### config.mk
export PLATFORM = sky130hd
export DESIGN_NAME = adc_conversion_status_flags
export DESIGN_NICKNAME = d
export VERILOG_FILES = /design/src/design/adc_conversion_status_flags.v
export VERILOG_INCLUDE_DIRS = /design/src /design/src/design
export SDC_FILE = /design/constraint.sdc
export NUM_CORES = 1
export LEC_CHECK = 0
export ABC_AREA = 0
export BUFFER_PORTS_ARGS = -buffer_cell sky130_fd_sc_hd__buf_4
export CORE_MARGIN = 5
export CORE_UTILIZATION = 31
export DETAILED_ROUTE_END_ITERATION = 12
export GPL_ROUTABILITY_DRIVEN = 0
export PLACE_DENSITY = 0.5
export SLEW_MARGIN = 20
export SYNTH_ARGS = -nofsm -noshare
export SYNTH_HDL_FRONTEND = slang
export SYNTH_SLANG_ARGS = --single-unit
### constraint.sdc
create_clock -name clk -period 3.6 [get_ports clk]
set_clock_uncertainty 0.1 [all_clocks]
set_input_delay 0.54 -clock clk [delete_from_list [all_inputs] [get_ports clk]]
set_output_delay 0.54 -clock clk [all_outputs]
set_load 0.03 [all_outputs]
### src/design/adc_flags_defines.vh
// Purpose: constants for the conversion status flag block
// Assumes: eight channels, ten-bit results
// Notes:   included by its bare name
`ifndef ADC_FLAGS_DEFINES_VH
`define ADC_FLAGS_DEFINES_VH
`define NCH          8
`define CHW          3
`define RESW         10
`define RES_RST      10'h000
`define CH_RST       8'h00
`define MODE_IDLE    1'b0
`define MODE_CONV    1'b1
`endif

### src/design/adc_conversion_status_flags.v
// Purpose: result storage and status flags of a converter controller
// Assumes: software read strobes and conversion-done pulses are on clk
// Notes:   flags are plain ports, no register bus
`include "adc_flags_defines.vh"
`timescale 1ns/1ns
`default_nettype none
module adc_conversion_status_flags (
    input  wire                         clk,
    input  wire                         resetn,
    input  wire [`NCH-1:0]              chan_enable,
    input  wire                         conv_start,
    input  wire                         conv_done,
    input  wire [`CHW-1:0]              conv_chan,
    input  wire [`RESW-1:0]             conv_result,
    input  wire                         sleep_select,
    input  wire                         rd_last,
    input  wire                         rd_chan,
    input  wire [`CHW-1:0]              rd_chan_sel,
    input  wire                         rd_status,
    output reg  [`RESW-1:0]             last_result_register,
    output wire [`NCH*`RESW-1:0]        channel_result_register,
    output reg  [`NCH-1:0]              eoc_flag,
    output reg  [`NCH-1:0]              channel_overrun_flag,
    output reg                          data_ready_flag,
    output reg                          global_overrun_flag,
    output reg  [`CHW-1:0]              last_chan,
    output reg                          converting,
    output reg                          asleep
);
    // ----------------------------------------------------------------
    // conversion tracking
    // ----------------------------------------------------------------
    reg  [`RESW-1:0] res_q [0:`NCH-1];
    wire             store;
    wire [`NCH-1:0]  done_vec;
    wire [`NCH-1:0]  rd_vec;
    wire             new_govr;

    assign store    = conv_done & chan_enable[conv_chan];
    assign done_vec = store ? ({{(`NCH-1){1'b0}}, 1'b1} << conv_chan) : `CH_RST;
    assign rd_vec   = rd_chan ? ({{(`NCH-1){1'b0}}, 1'b1} << rd_chan_sel) : `CH_RST;
    assign new_govr = store & (data_ready_flag | eoc_flag[conv_chan]);

    always @(posedge clk or negedge resetn) begin
        if (!resetn) begin
            converting  <= `MODE_IDLE;
            asleep      <= 1'b0;
        end else begin
            if (conv_start) begin
                converting <= `MODE_CONV;
                asleep     <= 1'b0;
            end else if (conv_done) begin
                converting <= `MODE_IDLE;
                asleep     <= sleep_select;
            end
        end
    end

    // ----------------------------------------------------------------
    // result registers
    // ----------------------------------------------------------------
    genvar g;
    generate
        for (g = 0; g < `NCH; g = g + 1) begin : gen_ch
            always @(posedge clk or negedge resetn) begin
                if (!resetn) begin
                    res_q[g] <= `RES_RST;
                end else if (done_vec[g]) begin
                    res_q[g] <= conv_result;
                end
            end
            assign channel_result_register[g*`RESW +: `RESW] = res_q[g];

            always @(posedge clk or negedge resetn) begin
                if (!resetn) begin
                    eoc_flag[g]             <= 1'b0;
                    channel_overrun_flag[g] <= 1'b0;
                end else begin
                    if (done_vec[g])
                        eoc_flag[g] <= 1'b1;
                    else if (rd_vec[g] | (rd_last & (last_chan == g)))
                        eoc_flag[g] <= 1'b0;
                    if (done_vec[g] & eoc_flag[g])
                        channel_overrun_flag[g] <= 1'b1;
                    else if (rd_status)
                        channel_overrun_flag[g] <= 1'b0;
                end
            end
        end
    endgenerate

    // ----------------------------------------------------------------
    // shared flags
    // ----------------------------------------------------------------
    always @(posedge clk or negedge resetn) begin
        if (!resetn) begin
            last_result_register <= `RES_RST;
            last_chan            <= {`CHW{1'b0}};
            data_ready_flag      <= 1'b0;
            global_overrun_flag  <= 1'b0;
        end else begin
            if (store) begin
                last_result_register <= conv_result;
                last_chan            <= conv_chan;
            end
            if (store)
                data_ready_flag <= 1'b1;
            else if (rd_last)
                data_ready_flag <= 1'b0;
            if (new_govr)
                global_overrun_flag <= 1'b1;
            else if (rd_status)
                global_overrun_flag <= 1'b0;
        end
    end
endmodule
`default_nettype wire

Word-level counts from Yosys, hierarchy flattened:

Index checks and enable logic that the tools add are counted.

* register bits: 113
* bits in latches: 0
* memory bits (writable): 0
* ROM bits: 0
* bits of input ports: 32
* output and inout bits: 113
* logic and storage cells: 125
* memories: 0

* add/subtract/negate cells: 0
* $mul: 0
* div/mod/pow operators: 0
* order comparisons: 1
* equality and inequality tests: 7
* shift-type cells: 2
* muxes and demuxes: 38
* bitwise gates (word level): 27
* reductions and logical operators: 20

Operators by type and width (number)
* nonzero test 2 bit: 19
* two-way mux 1 bit: 34
* bitwise AND 1 bit: 18
* two-way mux 8 bit: 2
* << shifter 1 x 3 -> 8 bit (first input constant): 2
* equality test 3 bit (second input constant): 4
* bitwise OR 1 bit: 9
* binary-select mux 1 bit (select 3 bit): 2
* equality test 3 x 2 -> 1 bit (second input constant): 2
* < comparator 3 x 4 -> 1 bit (second input constant): 1
* equality test 3 x 1 -> 1 bit (second input constant): 1
* zero test 3 bit: 1

Depth between registers and ports, before layout:

* depth in word-level cells: 6
* depth in mapped cells: 6
* mapped depth without buffers: 4

Worst setup path after synthesis:

Ideal clock, no wire load.

* path kind: input to register
* start: in conv_chan[2]
* end: reg res_q, in the netlist channel_result_register[60]
* library setup time: 0.125 ns
* arrival time: 1.925 ns
* data required time: 3.375 ns
* path slack: 1.450 ns
* stages on the path: 5
* buffers on the path: 2
* cell sequence: clkbuf_1 > or3b_1 > nor3_2 > buf_4 > mux2_2

* longest elaborated chain between the ends: 4
* elaborated cells between the ends (all ways): 5
* those cells by class: shift: 1; mux: 3; bitwise: 1

RTL lines
* start, declared: RTL line adc_conversion_status_flags.v:13 `` input wire [`CHW-1:0] conv_chan, ``
* binary-select mux 1 bit (select 3 bit): RTL line adc_conversion_status_flags.v:39 `assign store = conv_done & chan_enable[conv_chan];`
* two-way mux 1 bit (not written as such): RTL line adc_conversion_status_flags.v:39
* bitwise AND 1 bit: RTL line adc_conversion_status_flags.v:39
* two-way mux 8 bit (no line) (*)
* end signal, assigned by index: RTL line adc_conversion_status_flags.v:67 `` res_q[g] <= `RES_RST; ``
* end signal, assigned by index: RTL line adc_conversion_status_flags.v:69 `res_q[g] <= conv_result;`
* end, declared: RTL line adc_conversion_status_flags.v:33 `` reg [`RESW-1:0] res_q [0:`NCH-1]; ``

Mark *: on every way between the ends. The rest lies on a longest branch, timed or not. The select of a mux whose other input is x is not followed.
A chain may end at the register's enable or synchronous reset.

Worst setup path after layout:

* start: in conv_chan[1]
* end: reg res_q, in the netlist channel_result_register[41]

The elaborated chain is that of the path after synthesis.

==> summary.txt <==
Outcome
  – Result of the run: finished clean

Detailed routing
  – Mean routed wirelength per cell: 19.86 um
  – DRT antenna net count: 0
  – Total Routed Length: 12970 um
  – DRT iter0 DRCs: 127
  – Post-route DRC violation count: 0
  – DR pass1 iterations: 4
  – Routed vias/inst: 4.821
  – Total number of vias: 3148

Clock network
  – Cts bufs inserted: 17
  – Clock transition at path regs: 0.05 ns
  – Clk buf depth: 2
  – Clk_lat worst skew: 0.41 ns
  – CTS resizes: 0
  – CTS tree: yes
  – Clk root buf: clkbuf_16
  – Hold buffers post-CTS: 0
  – # clock sinks: 113
  – CTS H-tree depth: 4
  – Post-CTS setup buffers: 0

Placed design
  – DP HPWL: 9144 um
  – DP Worst Slack: 1.209 ns
  – Port buffer count: 144

Power and ir drop
  – VDD IR max: 0.3344 mV
  – Lkg Pwr: 3.215 nW
  – Pwr Density: 728.3 nW/um^2

Global routing
  – Grt total ovfl: 0
  – Pin count of the biggest net entering global routing: 70
  – First-pass GRT wire length: 20560 um
  – Vias in the first global route: 3501
  – Initial antenna violation count: 0
  – Global Route Usage Sum: 15.39%

Die
  – Die Span Y: 131.9 um
  – Die extent in x: 131.9 um
  – Initial Utilization: 31.68%
  – Die area: 17390 um^2
  – Row count: 44
  – Core box area: 14530 um^2
  – IO Count: 145

Logic synthesis
  – Cells after Synth: 302
  – Sequential element share of the synthesized area: 61.41%
  – Unique masters post-synth: 39
  – Syn_area_per_cell: 15.25 um^2
  – YS warnings: 0
  – Synthesized cell area: 4604 um^2
  – Nets in the synthesized netlist: 334
  – #FFs+latches synth: 113

Timing
  – Final Hold Fails: 0
  – Final Critical Period: 1.947 ns
  – Relative slew margins: 40.87%
  – RSZ-0062 raised after global routing: false
  – Finish-stage setup viols: 0
  – Worst-Margin Slew: 0.8869 ns
  – Highest Clock Rate: 513.5 MHz
  – Final setup margin: 1.653 ns
  – Period utilisation layout: 54.09%
  – Setup_tns: 0 ns
  – Slew Viols, Final: 0

Setup path
  – Setup Crit Path Kind: in -> reg
  – Max FO, Critical Path: 12
  – CP required: 3.80 ns
  – CP endpoint kind: register
  – Arrival @ worst endpoint: 2.14 ns
  – Startpoint Class: input pin

Finish
  – Area Overhead vs Synth: 41.49%
  – Final nets: 489
  – Layout cells sized above 1: 60.98%
  – Antenna diodes: 0

Job
  – Max-cap violation count: 0

Min path
  – Type of the worst min-delay path: in -> async
-- Yosys cell counts --
cell / instances / area, um^2
a31o_2: 4 / 35.03
nor3_1: 2 / 10.01
o311ai_0: 1 / 8.760
mux4_2: 3 / 67.56
or3_1: 1 / 6.260
o2bb2ai_1: 3 / 26.28
mux2_1: 1 / 11.26
nand3b_1: 3 / 22.52
o21ai_0: 3 / 15.01
nor4b_1: 2 / 17.52
nand4_1: 2 / 12.51
clkinv_1: 1 / 3.750
nor2b_1: 4 / 25.02
nand4b_1: 3 / 26.28
nand2b_1: 1 / 6.260
nand2_1: 7 / 26.28
nor3_2: 1 / 10.01
mux2_4: 16 / 240.2
inv_1: 5 / 18.77
a41o_1: 1 / 10.01
buf_4: 2 / 15.01
a32o_1: 1 / 10.01
or3_4: 1 / 11.26
o41ai_1: 1 / 8.760
dfrtp_1: 113 / 2828
nor2_1: 7 / 26.28
nor3b_1: 1 / 7.510
mux2_2: 76 / 855.8
a21o_1: 2 / 15.01
clkbuf_1: 3 / 11.26
mux2i_1: 5 / 50.05
a211oi_1: 1 / 7.510
buf_2: 8 / 40.04
or3b_1: 1 / 8.760
a22o_1: 5 / 43.79
nand3_1: 5 / 25.02
buf_1: 1 / 3.750
a21oi_1: 3 / 15.01
buf_6: 2 / 22.52
-- layout make-up --
| cell class | instances | area [um^2] |
|---|---|---|
| fill | 1391 | 8019 |
| sequential | 113 | 2828 |
| multi-input combinational | 167 | 1667 |
| timing repair buffer | 152 | 1141 |
| clock buffer | 20 | 466.7 |
| tap | 184 | 230.2 |
| clock inverter | 11 | 160.2 |
| inverter | 6 | 22.52 |
-- worst paths after layout --
path	cells after the start	slack, ns	endpoint	from
max in group asynchronous	2	2.42	channel_result_register[0]	resetn
setup reg to reg	4	2.04	global_overrun_flag	eoc_flag[6]
hold / removal	1	0.15	channel_result_register[58]	resetn
setup / recovery	5	1.65	channel_result_register[41]	conv_chan[1]
hold reg to reg	1	0.39	converting	converting
min in group clk	2	0.18	asleep	conv_start
-- through the flow --
step	util, %	cells	hold slack, ns	instance area (um^2)	total power [mW]
2_1_floorplan	-	302	0.1444	4604	2.437
3_3_place_gp	40.51	622	0.3712	5888	2.998
3_5_place_dp	40.51	622	0.3835	5888	3.017
4_1_cts	44.83	653	0.1671	6515	4.812
5_1_grt	44.83	653	0.1783	6515	4.954
6_report	44.83	653	0.1464	6515	4.745
-- cell families after synthesis --
family / synth area share (%)
DFF: 61.41
muxes: 26.60
and+or+nand+nor: 5.245
AOI/OAI and AO/OA: 4.239
buffers and inverters: 2.500
-- critical path: stages --
cell and delay (ns):
buf_4 0.17, mux2i_1 0.14, or3b_1 0.41, nand2b_1 0.46, mux2_2 0.41
-- sequential cells by signal, summed over array words and instances (netlist names) --
| signal | count |
|---|---|
| channel_result_register | 80 |
| data_ready_flag | 1 |
| eoc_flag | 8 |
| last_result_register | 10 |
| global_overrun_flag | 1 |
| channel_overrun_flag | 8 |
| asleep | 1 |
| last_chan | 3 |
| converting | 1 |
-- routing by layer --
metal  track usage [%]  share of wire, %  up-vias
met5                 0                 0        -
met4             5.714               1.6        0
met3             6.336               6.8       15
met2             24.85                49       94
met1             18.45                42     1629
li1                  -                 -     1410
-- placed cells by master (no fill, tap or decap), types with 2 or more instances in the layout --
master	synthesis	routed
buf_4	2	152
o21ai_0	3	3
nand3_1	5	5
nor2_2	0	2
a31o_2	4	4
a21oi_1	3	3
a22o_1	5	5
mux2_2	76	76
dfrtp_1	113	113
clkbuf_16	0	17
bufinv_16	0	4
nor2_1	7	5
nand2_1	7	7
nor2b_1	4	4
nor3_1	2	2
mux4_2	3	3
clkbuf_8	0	3
nand3b_1	3	3
nor4b_1	2	2
clkinv_2	0	5
mux2i_1	5	5
mux2_4	16	16
inv_1	5	5
a21o_1	2	2
clkinvlp_4	0	2
nand4_1	2	2
o2bb2ai_1	3	3
nand4b_1	3	3
-- where the power goes --
part | leakage, nW | internal, mW | switching (mW)
logic | 1.46 | 0.545 | 0.755
clock network | 0.307 | 1.20 | 0.573
registers | 1.45 | 1.51 | 0.160
Note: power is estimated with default switching activity, not from simulation.
